===== config.mk =====
export PLATFORM = sky130hd
export DESIGN_NAME = apsf_chain
export DESIGN_NICKNAME = d
export VERILOG_FILES = /design/src/rtl/apsf_pkg.sv /design/src/rtl/apsf_fifo.sv /design/src/rtl/apsf_chain.sv
export SDC_FILE = /design/constraint.sdc
export NUM_CORES = 2
export LEC_CHECK = 0
export BUFFER_PORTS_ARGS = -buffer_cell sky130_fd_sc_hd__buf_2
export CAP_MARGIN = 10
export CORE_UTILIZATION = 58
export DETAILED_ROUTE_END_ITERATION = 8
export GPL_TIMING_DRIVEN = 0
export PLACE_DENSITY = 0.88
export SETUP_SLACK_MARGIN = 0.02
export SYNTH_ARGS = -nofsm -noshare
export SYNTH_HDL_FRONTEND = slang
export SYNTH_HIERARCHICAL = 1
export SYNTH_SLANG_ARGS = --single-unit
export TNS_END_PERCENT = 30

===== constraint.sdc =====
create_clock -name clock -period 13.3 [get_ports clock]
set_input_delay 1.995 -clock clock [delete_from_list [all_inputs] [get_ports clock]]
set_output_delay 1.995 -clock clock [all_outputs]
set_load 0.005 [all_outputs]

===== src/rtl/apsf_pkg.sv =====
// Purpose: Shared constants for the audio path select and filter chain
// Assumes: 200 MHz clock, 16-bit two's-complement samples
// Notes: Coefficients are signed fixed point with 13 fraction bits
package apsf_pkg;
    // ********
    // Widths and fixed-point format
    // ********
    localparam int SAMPLE_W = 16;
    localparam int COEF_W = 14;
    localparam int COEF_FRAC = 13;
    localparam int PAIR_W = 2 * SAMPLE_W;
    localparam int FIFO_DEPTH = 16;
    localparam int NUM_STAGES = 4;

    // ********
    // Stage order through the chain
    // ********
    localparam int STG_HP1 = 0;
    localparam int STG_HP2 = 1;
    localparam int STG_LP = 2;
    localparam int STG_SEP = 3;

    // ********
    // Timing: sample rate derived from the system clock
    // ********
    localparam longint CLOCK_HZ = 200_000_000;
    localparam longint SAMPLE_HZ = 44_100;
    localparam int FS_DIV = int'(CLOCK_HZ / SAMPLE_HZ);

    // ********
    // Reset values and saturation limits
    // ********
    localparam logic [15:0] SAMPLE_ZERO = 16'h0000;
    localparam logic [15:0] SAMPLE_MAX = 16'h7fff;
    localparam logic [15:0] SAMPLE_MIN = 16'h8000;

    typedef enum {
        APSF_IDLE,
        APSF_RUN,
        APSF_EMIT
    } apsf_state_t;
endpackage


===== src/rtl/apsf_fifo.sv =====
// Purpose: Sample-pair FIFO between the source mux and the filter chain
// Assumes: Single clock, DEPTH a power of two
// Notes: Ready and valid are flops computed from the next fill level
`timescale 1ns/1ps
module apsf_fifo #(
    parameter int WIDTH = 32,
    parameter int DEPTH = 16
) (
    input wire logic clock,
    input wire logic nrst,
    input wire logic in_valid,
    input wire logic [WIDTH-1:0] in_data,
    output logic in_ready,
    output logic out_valid,
    output logic [WIDTH-1:0] out_data,
    input wire logic out_ready
);
    localparam int AW = $clog2(DEPTH);

    logic [WIDTH-1:0] mem [DEPTH];
    logic [AW-1:0] wr_ptr;
    logic [AW-1:0] rd_ptr;
    logic [AW:0] count;
    logic [AW:0] next_count;
    logic push;
    logic pop;

    // ********
    // Handshakes
    // ********
    assign push = in_valid & in_ready;
    assign pop = out_valid & out_ready;
    assign out_data = mem[rd_ptr];

    // Fill level after this cycle's push and pop
    always_comb begin
        next_count = count;
        if (push && !pop) begin
            next_count = count + 1'b1;
        end else if (pop && !push) begin
            next_count = count - 1'b1;
        end
    end

    // Storage has no reset; only the pointers, level and flags need one
    always_ff @(posedge clock) begin
        if (push) begin
            mem[wr_ptr] <= in_data;
        end
    end

    // Pointers, level and flags
    always_ff @(posedge clock or negedge nrst) begin
        if (!nrst) begin
            wr_ptr <= '0;
            rd_ptr <= '0;
            count <= '0;
            in_ready <= 1'b0;
            out_valid <= 1'b0;
        end else begin
            if (push) begin
                wr_ptr <= wr_ptr + 1'b1;
            end
            if (pop) begin
                rd_ptr <= rd_ptr + 1'b1;
            end
            count <= next_count;
            in_ready <= (next_count != (AW+1)'(DEPTH));
            out_valid <= (next_count != '0);
        end
    end
endmodule


===== src/rtl/apsf_chain.sv =====
// Purpose: Path select, shared filter chain and mic supply control
// Assumes: Host keeps enables low on mode and coefficient changes
// Notes: One stereo pair per sample tick; four stages in four cycles
// Overview of operation
// [RQ1] Record path when select low, an ADC on
// [RQ2] Playback path when select high or ADCs off
// [RQ3] Serial output held low while select high
// [RQ4] Loop-through sets both path switches high
// [RQ5] Host clears enables before changing modes
// [RQ6] Two high-pass stages share one coefficient pair
// [RQ7] Each high-pass stage has its own enable
// [RQ8] Disabled high-pass passes samples unchanged
// [RQ9] High-pass uses difference numerator, B feedback
// [RQ10] Host loads high-pass coefficients while disabled
// [RQ11] Host keeps high-pass cutoff above minimum
// [RQ12] Low-pass uses sum numerator, own enable
// [RQ13] Host loads low-pass coefficients while disabled
// [RQ14] Host keeps low-pass cutoff above minimum
// [RQ15] Separation stage type bit picks high/low-pass
// [RQ16] Separation stage has enable, bypass unity
// [RQ17] Separation stage uses A gain, B feedback
// [RQ18] Host loads separation coefficients while disabled
// [RQ19] Mic supply driven when enabled, else floating
// [RQ20] Coefficients signed, scaled by two to thirteen
// [RQ21] Fixed order, one result per channel per tick
// [RQ22] Saturating arithmetic; disabled stage state cleared
`timescale 1ns/1ps
module apsf_chain #(
    parameter int FS_DIV = apsf_pkg::FS_DIV,
    parameter int DEPTH = apsf_pkg::FIFO_DEPTH
) (
    input wire logic clock,
    input wire logic nrst,
    input wire logic left_adc_power,
    input wire logic right_adc_power,
    input wire logic dac_power,
    input wire logic chain_to_playback_select,
    input wire logic loop_enable,
    input wire logic mic_supply_enable,
    input wire logic highpass_stage1_enable,
    input wire logic highpass_stage2_enable,
    input wire logic lowpass_enable,
    input wire logic separation_filter_enable,
    input wire logic separation_type_select,
    input wire logic [13:0] highpass_coef_a,
    input wire logic [13:0] highpass_coef_b,
    input wire logic [13:0] lowpass_coef_a,
    input wire logic [13:0] lowpass_coef_b,
    input wire logic [13:0] separation_coef_a,
    input wire logic [13:0] separation_coef_b,
    input wire logic adc_valid,
    input wire logic [15:0] adc_left,
    input wire logic [15:0] adc_right,
    output logic adc_ready,
    input wire logic play_valid,
    input wire logic [15:0] play_left,
    input wire logic [15:0] play_right,
    output logic play_ready,
    output logic serial_out_valid,
    output logic [15:0] serial_out_left,
    output logic [15:0] serial_out_right,
    output logic dac_valid,
    output logic [15:0] dac_left,
    output logic [15:0] dac_right,
    output logic record_path_switch,
    output logic playback_path_switch,
    output logic mic_supply_out,
    output logic mic_supply_oe
);
    localparam int SW = apsf_pkg::SAMPLE_W;
    localparam int NS = apsf_pkg::NUM_STAGES;
    localparam int DIV_W = $clog2(FS_DIV);

    // ********
    // Declarations
    // ********
    logic [DIV_W-1:0] div_cnt;
    logic fs_tick, tick_pending, adc_any, stage_sum;
    logic playback_mode, loop_mode, next_sw1, next_sw2;
    logic fifo_in_valid, fifo_in_ready, fifo_out_valid, fifo_pop;
    logic [apsf_pkg::PAIR_W-1:0] fifo_in_data;
    logic [apsf_pkg::PAIR_W-1:0] fifo_out_data;
    apsf_pkg::apsf_state_t state;
    logic [1:0] stage;
    logic [NS-1:0] stage_en;
    logic signed [13:0] coef_a, coef_b;
    logic signed [SW-1:0] cur [2];

    // First-order section with saturation to the sample width
    function automatic logic signed [15:0] apsf_section(
        input logic signed [15:0] x,
        input logic signed [15:0] xp,
        input logic signed [15:0] yp,
        input logic signed [13:0] a,
        input logic signed [13:0] b,
        input logic sum_form
    );
        logic signed [16:0] d;
        logic signed [31:0] acc;
        logic signed [18:0] sh;
        d = sum_form ? ({x[15], x} + {xp[15], xp})
                     : ({x[15], x} - {xp[15], xp});
        acc = (32'(a) * 32'(d)) - (32'(b) * 32'(yp));
        sh = acc[31:apsf_pkg::COEF_FRAC];
        // Clamp instead of wrapping to avoid loud overflow clicks
        if (sh > $signed({3'b000, apsf_pkg::SAMPLE_MAX})) begin
            apsf_section = apsf_pkg::SAMPLE_MAX; // see [RQ22]
        end else if (sh < $signed({3'b111, apsf_pkg::SAMPLE_MIN})) begin
            apsf_section = apsf_pkg::SAMPLE_MIN; // see [RQ22]
        end else begin
            apsf_section = sh[15:0];
        end
    endfunction

    // ********
    // Mode decode and path switches
    // ********
    assign adc_any = left_adc_power | right_adc_power;
    // Playback wins whenever select is high or no ADC is on
    assign playback_mode = chain_to_playback_select | ~adc_any; // see [RQ2]
    assign loop_mode = loop_enable & dac_power & adc_any
                     & ~chain_to_playback_select; // see [RQ4]
    assign next_sw1 = ~playback_mode; // see [RQ1]
    assign next_sw2 = playback_mode | loop_mode; // see [RQ4]

    // Switches are flops; mode changes take effect one cycle later
    always_ff @(posedge clock or negedge nrst) begin
        if (!nrst) begin
            record_path_switch <= 1'b0;
            playback_path_switch <= 1'b1;
        end else begin
            record_path_switch <= next_sw1;
            playback_path_switch <= next_sw2;
        end
    end

    // Mic supply pin; oe low leaves it floating
    always_ff @(posedge clock or negedge nrst) begin
        if (!nrst) begin
            mic_supply_out <= 1'b0;
            mic_supply_oe <= 1'b0;
        end else begin
            mic_supply_out <= mic_supply_enable; // see [RQ19]
            mic_supply_oe <= mic_supply_enable; // see [RQ19]
        end
    end

    // ********
    // Sample-rate divider
    // ********
    assign fs_tick = (div_cnt == DIV_W'(FS_DIV - 1));
    // Free-running count of clocks per sample period
    always_ff @(posedge clock or negedge nrst) begin
        if (!nrst) begin
            div_cnt <= '0;
        end else if (fs_tick) begin
            div_cnt <= '0;
        end else begin
            div_cnt <= div_cnt + 1'b1;
        end
    end

    // ********
    // Source mux into the FIFO
    // ********
    // Converter data feeds the chain on record and loop, host otherwise
    assign fifo_in_valid = record_path_switch ? adc_valid : play_valid;
    assign fifo_in_data = record_path_switch ? {adc_left, adc_right}
                                             : {play_left, play_right};
    assign adc_ready = record_path_switch & fifo_in_ready;
    assign play_ready = ~record_path_switch & fifo_in_ready;

    apsf_fifo #(
        .WIDTH(apsf_pkg::PAIR_W),
        .DEPTH(DEPTH)
    ) u_fifo (
        .clock(clock),
        .nrst(nrst),
        .in_valid(fifo_in_valid),
        .in_data(fifo_in_data),
        .in_ready(fifo_in_ready),
        .out_valid(fifo_out_valid),
        .out_data(fifo_out_data),
        .out_ready(fifo_pop)
    );

    // ********
    // Sequencer: one pair per tick, four stages in order
    // ********
    // A tick stays pending until a pair is available to consume
    assign fifo_pop = (state == apsf_pkg::APSF_IDLE) & tick_pending
                    & fifo_out_valid; // see [RQ21]
    always_ff @(posedge clock or negedge nrst) begin
        if (!nrst) begin
            tick_pending <= 1'b0;
        end else if (fs_tick) begin
            tick_pending <= 1'b1;
        end else if (fifo_pop) begin
            tick_pending <= 1'b0;
        end
    end

    // Stage walk: high-pass 1, high-pass 2, low-pass, separation
    always_ff @(posedge clock or negedge nrst) begin
        if (!nrst) begin
            state <= apsf_pkg::APSF_IDLE;
            stage <= 2'h0;
        end else begin
            case (state)
                apsf_pkg::APSF_IDLE: begin
                    if (fifo_pop) begin
                        state <= apsf_pkg::APSF_RUN;
                        stage <= 2'h0;
                    end
                end
                apsf_pkg::APSF_RUN: begin
                    stage <= stage + 2'h1; // see [RQ21]
                    if (stage == 2'(NS - 1)) begin
                        state <= apsf_pkg::APSF_EMIT;
                    end
                end
                apsf_pkg::APSF_EMIT: begin
                    state <= apsf_pkg::APSF_IDLE;
                end
                default: begin
                    state <= apsf_pkg::APSF_IDLE;
                end
            endcase
        end
    end

    // ********
    // Per-stage enables and coefficients
    // ********
    assign stage_en[apsf_pkg::STG_HP1] = highpass_stage1_enable; // see [RQ7]
    assign stage_en[apsf_pkg::STG_HP2] = highpass_stage2_enable; // see [RQ7]
    assign stage_en[apsf_pkg::STG_LP] = lowpass_enable; // see [RQ12]
    assign stage_en[apsf_pkg::STG_SEP] = separation_filter_enable; // see [RQ16]
    // Coefficient words are taken as signed 1.13 values
    always_comb begin
        case (stage)
            2'(apsf_pkg::STG_LP): begin
                coef_a = $signed(lowpass_coef_a);
                coef_b = $signed(lowpass_coef_b);
                stage_sum = 1'b1; // see [RQ12]
            end
            2'(apsf_pkg::STG_SEP): begin
                coef_a = $signed(separation_coef_a); // see [RQ17]
                coef_b = $signed(separation_coef_b); // see [RQ17]
                stage_sum = separation_type_select; // see [RQ15]
            end
            default: begin
                coef_a = $signed(highpass_coef_a); // see [RQ6] [RQ20]
                coef_b = $signed(highpass_coef_b); // see [RQ6] [RQ9]
                stage_sum = 1'b0; // see [RQ9]
            end
        endcase
    end

    // ********
    // Datapath, one copy per channel (0 = left, 1 = right)
    // ********
    for (genvar ch = 0; ch < 2; ch++) begin : g_chan
        logic signed [SW-1:0] x_prev [NS];
        logic signed [SW-1:0] y_prev [NS];
        logic signed [SW-1:0] y_new;
        assign y_new = apsf_section(cur[ch], x_prev[stage], y_prev[stage],
                                    coef_a, coef_b, stage_sum);
        // Working sample: loaded from the FIFO, updated per stage
        always_ff @(posedge clock or negedge nrst) begin
            if (!nrst) begin
                cur[ch] <= apsf_pkg::SAMPLE_ZERO;
            end else if (fifo_pop) begin
                cur[ch] <= (ch == 0) ? fifo_out_data[2*SW-1:SW]
                                     : fifo_out_data[SW-1:0];
            end else if (state == apsf_pkg::APSF_RUN &&
                         stage_en[stage]) begin
                cur[ch] <= y_new; // see [RQ9] [RQ12] [RQ17]
            end
        end

        // History per stage; bypass leaves the sample as is
        for (genvar s = 0; s < NS; s++) begin : g_hist
            always_ff @(posedge clock or negedge nrst) begin
                if (!nrst) begin
                    x_prev[s] <= apsf_pkg::SAMPLE_ZERO;
                    y_prev[s] <= apsf_pkg::SAMPLE_ZERO;
                end else if (!stage_en[s]) begin
                    // Cleared so re-enabling starts from silence
                    x_prev[s] <= apsf_pkg::SAMPLE_ZERO; // see [RQ22] [RQ8]
                    y_prev[s] <= apsf_pkg::SAMPLE_ZERO; // see [RQ22]
                end else if (state == apsf_pkg::APSF_RUN &&
                             stage == 2'(s)) begin
                    x_prev[s] <= cur[ch];
                    y_prev[s] <= y_new;
                end
            end
        end
    end

    // ********
    // Result steering to serial output and DAC
    // ********
    // Serial output is forced low whenever select is high
    always_ff @(posedge clock or negedge nrst) begin
        if (!nrst) begin
            serial_out_valid <= 1'b0;
            serial_out_left <= apsf_pkg::SAMPLE_ZERO;
            serial_out_right <= apsf_pkg::SAMPLE_ZERO;
        end else if (chain_to_playback_select) begin
            serial_out_valid <= fs_tick; // see [RQ3]
            serial_out_left <= apsf_pkg::SAMPLE_ZERO; // see [RQ3]
            serial_out_right <= apsf_pkg::SAMPLE_ZERO; // see [RQ3]
        end else begin
            serial_out_valid <= (state == apsf_pkg::APSF_EMIT)
                              & record_path_switch; // see [RQ1]
            if (state == apsf_pkg::APSF_EMIT && record_path_switch) begin
                serial_out_left <= cur[0];
                serial_out_right <= cur[1];
            end
        end
    end

    // DAC gets chain output on playback and loop-through
    always_ff @(posedge clock or negedge nrst) begin
        if (!nrst) begin
            dac_valid <= 1'b0;
            dac_left <= apsf_pkg::SAMPLE_ZERO;
            dac_right <= apsf_pkg::SAMPLE_ZERO;
        end else begin
            dac_valid <= (state == apsf_pkg::APSF_EMIT)
                       & playback_path_switch; // see [RQ2] [RQ4]
            if (state == apsf_pkg::APSF_EMIT && playback_path_switch) begin
                dac_left <= cur[0];
                dac_right <= cur[1];
            end
        end
    end
endmodule


======== Yosys cells after proc, flatten, opt, wreduce, memory -nomap -nowiden ========
Memories as Yosys holds them, arrays and structs flattened.
Index checks and enable logic that the tools add are counted.
storage, ports and cells
  flip-flop bits (word level) ............. 420
  latch bits .............................. 0
  bits in writable memories ............... 512
  ROM bits ................................ 0
  input port bits ......................... 163
  output and inout bits ................... 72
  word-level logic and storage cells ...... 191
  memories kept ........................... 1
cells by class
  add/subtract/negate cells ............... 12
  multipliers ............................. 4
  div/mod/pow operators ................... 0
  order comparisons ....................... 6
  equal/unequal tests ..................... 14
  shifts and indexed selects .............. 0
  multiplexer cells ....................... 78
  bitwise gates (word level) .............. 19
  reduce and logical (&&, ||, !) cells .... 21
memory list
  name        depth  bits a word  rd ports  clocked after Yosys merged registers in  write ports  line             text
  u_fifo.mem  16     32           1         0                                        1            apsf_fifo.sv:20  logic [WIDTH-1:0] mem [DEPTH];
operators by type and width
  kind                                                                                number
  16-bit 2-to-1 mux                                                                   52
  16-bit binary-select mux with 2-bit select                                          4
  32-bit 2-to-1 mux                                                                   3
  32-bit zero test                                                                    2
  32-bit case mux with 2 select lines                                                 1
  31-bit by 30-bit subtractor with 32-bit output                                      2
  14-bit by 17-bit multiplier with 31-bit output                                      2
  14-bit by 16-bit multiplier with 30-bit output                                      2
  14-bit case mux with 2 select lines                                                 2
  19-bit by 16-bit greater-than comparator with 1-bit output (second input constant)  2
  19-bit by 16-bit less-than comparator with 1-bit output (second input constant)     2
  16-bit by 16-bit adder with 17-bit output                                           2
  17-bit 2-to-1 mux                                                                   2
  16-bit by 16-bit subtractor with 17-bit output                                      2
  32-bit by 1-bit equality test with 1-bit output (second input constant)             1
  32-bit by 2-bit equality test with 1-bit output (second input constant)             1
  32-bit by 3-bit equality test with 1-bit output (second input constant)             1
  13-bit by 1-bit adder with 13-bit output (second input constant)                    1
  13-bit equality test (second input constant)                                        1
  13-bit 2-to-1 mux                                                                   1
  1-bit bitwise AND                                                                   11
  5-bit 2-to-1 mux                                                                    2
  2-bit by 1-bit != test with 1-bit output (second input constant)                    5
  1-bit logical AND                                                                   9
  23 further kinds                                                                    41

======== Logic depth before layout (Yosys ltp) ========
  word-level depth ........................ 13
  gate-level depth with buffers ........... 56
  mapped depth without buffers ............ 43

======== Hierarchy ========
Netlist, hierarchy kept.
by module, submodules not included
  module      instances  cells each  area each (µm²)  seq. area each (µm²)
  apsf_chain  1          5,490       54,065.6         9,385.3
  apsf_fifo   1          880         20,010.4         15,750.1

======== Worst setup path before layout ========
OpenSTA, ideal clock, no wires.
  path type ............................... reg-to-reg
  from .................................... register stage[0]
  to ...................................... register g_chan[0].y_prev[22] (netlist name)
  setup time .............................. 0.126 ns
  arrival time ............................ 12.747 ns
  required time ........................... 13.174 ns
  slack ................................... 0.427 ns
  stages on the path, launching flop included .. 56
  buffers on the path ..................... 15
  period minus slack after synthesis ...... 12.873 ns
  cells stage by stage .................... dfrtp_1 buf_6 buf_6 buf_4 buf_2 buf_2 buf_2 buf_2 inv_1 ha_1 clkbuf_1 clkbuf_1 a21oi_1 clkbuf_1 nand2_1 o21ai_0 inv_1 fa_1 [20 not listed] fa_1 inv_1 fa_1 fa_1 ha_1 clkbuf_1 a21o_1 a21o_1 a21oi_1 nor2b_1 o21ai_0 o31a_1 o211ai_4 a2111o_1 buf_6 and2_4 buf_6 a221o_1
on the way
  cells in the longest elaborated chain, start to end .. 13
  elaborated cells on any way between the ends .. 26
  classes of those cells .................. 3 x add/sub; 2 x mul; 2 x order compare; 3 x eq/ne; 14 x mux; 1 x bitwise; 1 x reduce/logical
ends and longest elaborated chain
  item                                                                                                         line                                  text
  start: declaration                                                                                           apsf_chain.sv:84                      logic [1:0] stage;
  start signal: assignment                                                                                     apsf_chain.sv:217                     stage <= stage + 2'h1;
  2-bit inverter with 3-bit output (implied by the code)                                                       apsf_chain.sv:267                     assign y_new = apsf_section(cur[ch], x_prev[stage], y_prev[stage],
  16-bit binary-select mux with 2-bit select                                                                   apsf_chain.sv:267
  16-bit 2-to-1 mux (implied by the code) (2 in a row)                                                         apsf_chain.sv:267
  16-bit by 16-bit subtractor with 17-bit output or 16-bit by 16-bit adder with 17-bit output (tied branches)  apsf_chain.sv:102, apsf_chain.sv:101
  17-bit 2-to-1 mux                                                                                            apsf_chain.sv:101                     d = sum_form ? ({x[15], x} + {xp[15], xp})
  14-bit by 17-bit multiplier with 31-bit output                                                               apsf_chain.sv:103                     acc = (32'(a) * 32'(d)) - (32'(b) * 32'(yp));
  31-bit by 30-bit subtractor with 32-bit output                                                               apsf_chain.sv:103
  19-bit by 16-bit less-than comparator with 1-bit output                                                      apsf_chain.sv:108                     end else if (sh < $signed({3'b111, apsf_pkg::SAMPLE_MIN})) begin
  16-bit 2-to-1 mux                                                                                            apsf_chain.sv:108
  16-bit 2-to-1 mux                                                                                            apsf_chain.sv:106                     if (sh > $signed({3'b000, apsf_pkg::SAMPLE_MAX})) begin
  16-bit 2-to-1 mux                                                                                            apsf_chain.sv:292                     end else if (state == apsf_pkg::APSF_RUN &&
  16-bit 2-to-1 mux                                                                                            apsf_chain.sv:288                     end else if (!stage_en[s]) begin
  end signal: indexed assignment                                                                               apsf_chain.sv:287                     y_prev[s] <= apsf_pkg::SAMPLE_ZERO;
  end signal: indexed assignment                                                                               apsf_chain.sv:291                     y_prev[s] <= apsf_pkg::SAMPLE_ZERO;
  end signal: indexed assignment                                                                               apsf_chain.sv:295                     y_prev[s] <= y_new;
  end: declaration                                                                                             apsf_chain.sv:265                     logic signed [SW-1:0] y_prev [NS];
Parallel ways exist; a longest one is shown, timed or not. The select of a mux whose other input is x is not followed.
A chain may end at the register's enable or synchronous reset.

======== Final worst setup path ========
  from .................................... register stage[0]
  to ...................................... register g_chan[1].y_prev[44] (netlist name)
on the way
  cells in the longest elaborated chain, start to end .. 13
  elaborated cells on any way between the ends .. 27
  classes of those cells .................. 3 x add/sub; 2 x mul; 2 x order compare; 4 x eq/ne; 14 x mux; 1 x bitwise; 1 x reduce/logical
ends and longest elaborated chain
  item                                                                                                         line
  2-bit inverter with 3-bit output (implied by the code)                                                       apsf_chain.sv:267
  16-bit binary-select mux with 2-bit select                                                                   apsf_chain.sv:267
  16-bit 2-to-1 mux (implied by the code) (2 in a row)                                                         apsf_chain.sv:267
  16-bit by 16-bit subtractor with 17-bit output or 16-bit by 16-bit adder with 17-bit output (tied branches)  apsf_chain.sv:102, apsf_chain.sv:101
  17-bit 2-to-1 mux                                                                                            apsf_chain.sv:101
  14-bit by 17-bit multiplier with 31-bit output                                                               apsf_chain.sv:103
  31-bit by 30-bit subtractor with 32-bit output                                                               apsf_chain.sv:103
  19-bit by 16-bit less-than comparator with 1-bit output                                                      apsf_chain.sv:108
  16-bit 2-to-1 mux                                                                                            apsf_chain.sv:108
  16-bit 2-to-1 mux                                                                                            apsf_chain.sv:106
  16-bit 2-to-1 mux                                                                                            apsf_chain.sv:292
  16-bit 2-to-1 mux                                                                                            apsf_chain.sv:288
  end signal: indexed assignment                                                                               apsf_chain.sv:287
  end signal: indexed assignment                                                                               apsf_chain.sv:291
  end signal: indexed assignment                                                                               apsf_chain.sv:295
  end: declaration                                                                                             apsf_chain.sv:265
Parallel ways exist; a longest one is shown, timed or not. The select of a mux whose other input is x is not followed.

==> summary.txt <==
Worst setup path
  • Critical path buffer and inverter count: 16
  • CP Launch Type: flip-flop
  • Slowest stage delay, CP: 0.64 ns
  • Slowest-stage cell, CP: fa_2
  • CP startpoint: stage[0]$_DFFE_PN0P_
  • CP Capture Type: flip-flop
  • Crit-path most repeated cell: fa_1
  • Cell family with most CP delay: adder cells
  • Critical path required time: 13.82 ns
  • CP Max Fanout: 37
  • Kind of critical path: flip-flop to flip-flop
  • Arrival time worst endpoint: 13.39 ns
  • RR Startpoint: stage[0]$_DFFE_PN0P_

CTS
  • CTS tree: built
  • CTS sink cnt: 902
  • Num CTS Buffers: 87
  • CTS H-tree lvls: 3
  • Maximum clock insertion buffer count: 3
  • Skew-Pair Late Insertion Delay: 0.71 ns
  • CTS Root Cell: clkbuf_16
  • Hold buffers post-CTS: 0
  • Clock-pin slew on the worst setup and hold paths: 0.07 ns

STA
  • Worst Clk Skew: 0.0807 ns
  • Fmax: 77.7 MHz
  • Min Hold Slack: 0.483 ns
  • Final WS setup: 0.424 ns
  • Worst-Margin Slew: 1.42 ns
  • Hold Violations, Final: 0
  • Final period util: 96.8%
  • Max-slew violations: 0
  • RSZ-0062 raised after global routing: no
  • Final setup violation count: 0
  • Rel. slew slack: 5.28%
  • Fin crit period: 12.88 ns

Floorplanning
  • Row Count: 130
  • Die height: 359 um
  • Die W: 359 um
  • Initial Util: 58.7%
  • I/O pin total: 235
  • Die area: 129000 um2
  • Placeable Area: 126000 um2

Routing
  • DRC viols: 0
  • Initial DRT Pass Iterations: 8
  • DR WL/cell: 31.7 um
  • DRT antenna net count: 0
  • Via count: 55.9k
  • Initial DRC Count: 6953
  • Drt total wl: 270000 um
  • Vias per inst: 6.57

Place
  • Placed cells: 8304
  • Placed Area: 78200 um2
  • I/O Buffers: 234
  • Place WS: -4.94 ns
  • GP Congestion: 1.06
  • DPL Wire Length: 202000 um

Yosys
  • Synth Register Bits: 902
  • Avg Inst Size Synth: 11.6 um2
  • Top FF cell, synth: edfxtp_1
  • Post-synth EDFFs: 512
  • Register area share after synthesis: 33.9%
  • Post-synth top area share: 27.7%
  • Area contributors post-synth: fa_1 28%, edfxtp_1 21%, dfrtp_1 13%, inv_1 5.1%, ha_1 5.1%
  • Post-Syn Nets: 7856
  • Top cells by count, synth: 1024 x fa_1, 1001 x inv_1, 712 x nor2_1
  • Post-synth top area cell: fa_1
  • Post-Syn Instances: 6370
  • Synth warnings: 6
  • Async SR Flop Fraction: 43.2%
  • Unique masters post-synth: 86
  • Most numerous cell in the Yosys netlist: fa_1
  • Post-Syn Area: 74100 um2

GRT
  • First-pass GRT wire length: 394000 um
  • GR Overflow Total: 0
  • Initial antenna violation count: 27
  • GRT Overall Usage: 42.7%
  • Vias in the first global route: 58.5k
  • Largest net degree at the start of global routing: 122

Finish
  • Filler cells: 9061
  • P&R area growth vs syn: 10.7%
  • Finished Layout Cells: 8504
  • Nets@finish: 8253
  • Final instance area: 82000 um2
  • Layout cells sized above 1: 13.5%

Power
  • Switching pwr: 4.73 mW
  • VDD IR max: 0.196 mV
  • Total power: 10.7 mW
  • Reg power frac: 30.2%
  • Sw Share: 44.1%
  • Pwr dens: 131 nW/um2
  • Clk pwr share: 23.7%
  • Leakage: 37.4 nW
  • Combinational Power Share: 46.0%
  • Cell internal pwr: 5.99 mW

Hold path
  • Worst Hold Class: flip-flop to flip-flop
  • Hold Path Origin: g_chan[0].y_prev[31]$_DFFE_PN0P_

Status
  • Status: complete, no violations

Run
  • Max-cap violations: 0
## worst register-to-register path, delay by kind of cell (launching register included)
family	cells	cell delay, ns
flip-flops	1	0.43
buffers and inverters	16	2.42
adder cells (fa/ha/maj)	11	5.30
AND/OR/NAND/NOR	4	0.41
XOR/XNOR	2	0.45
AO/OA/AOI/OAI	17	3.69
## state kept, by name, summed over array words and instances, names as in the netlist, 5 cells and up
register and count:
g_chan.y_prev 128, dac_right 16, dac_left 16, serial_out_left 16, g_chan.x_prev 128, div_cnt 13, serial_out_right 16, u_fifo/mem 512
cur 32, u_fifo/count 5
## repair_timing
action / in CTS / in global routing
gates resized for setup: 88 / 78
setup buffers: 14 / 13
cloned: 0 / 0
endpoints found under the setup margin: 160 / 157
pin swaps: 7 / 15
## through the flow
step	utilization, %	TNS (ns)
2_1_floorplan	-	0
3_3_place_gp	61.3	-630.27
3_5_place_dp	62.0	-667.32
4_1_cts	64.6	0
5_1_grt	64.9	0
6_report	65.0	0
## layer usage
layer  GRT usage [%]  vias up  routed length, um
met1            49.5    28200              86900
met5               0        -                111
met4            35.1       20              27600
met2            65.9     4470             123000
met3            12.7     1319              32400
li1                -    21800                  -
## placed cells by master (no fill, tap or decap), drive strengths merged, types with 99 or more instances in the layout
cell | synthesis | final
o21ai | 101 | 101
mux4 | 162 | 162
a22o | 151 | 151
xnor2 | 117 | 117
dfrtp | 389 | 389
nand2 | 437 | 437
buf | 68 | 384
edfxtp | 512 | 512
inv | 1001 | 1006
ha | 299 | 299
fa | 1024 | 1024
a221o | 117 | 117
nor2 | 713 | 713
clkbuf | 268 | 378
mux2 | 99 | 99
## worst paths after layout
kind,slack [ns],end,cells past startpoint
max,0.42,g_chan[1].y_prev[44]$_DFFE_PN0P_,50
min,0.48,g_chan[0].y_prev[31]$_DFFE_PN0P_,2
max reg2reg,0.42,g_chan[1].y_prev[44]$_DFFE_PN0P_,50
min reg2reg,0.48,g_chan[0].y_prev[31]$_DFFE_PN0P_,2
max in group asynchronous,10.77,g_chan[1].y_prev[57]$_DFFE_PN0P_,2
min in group asynchronous,1.32,serial_out_right[12]$_DFFE_PN0P_,1
## final cells by class
cell class	count	area, um2	area share (%)
clock buffer	118	2360	2.88
tap	1650	2060	2.52
sequential	902	25100	30.7
timing repair buffer	319	2260	2.76
multi-input combinational	4129	44400	54.1
clock inverter	44	526	0.641
buffer	325	1490	1.82
antenna	14	35.0	0.0427
inverter	1003	3760	4.59
## power by group through the flow
stage / clock (mW) / combinational, mW / sequential (mW)
after floorplan: 0 / 2.45 / 3.25
after global placement: 0 / 4.14 / 3.26
after detailed placement: 0 / 4.35 / 3.27
after CTS: 2.54 / 4.55 / 3.23
after global routing: 2.65 / 5.15 / 3.24
final: 2.54 / 4.94 / 3.24
## logic make-up after synthesis
logic type | after synthesis | share of synthesized area [%]
AOI/OAI and AO/OA | 802 | 8.29
xor gates and xnor gates | 178 | 2.17
muxes | 294 | 6.88
buffers and inverters | 1339 | 7.00
and+or+nand+nor | 1532 | 9.00
DFF | 902 | 33.9
adders and majority gates | 1323 | 32.7
Power figures use the tool's default switching activity.
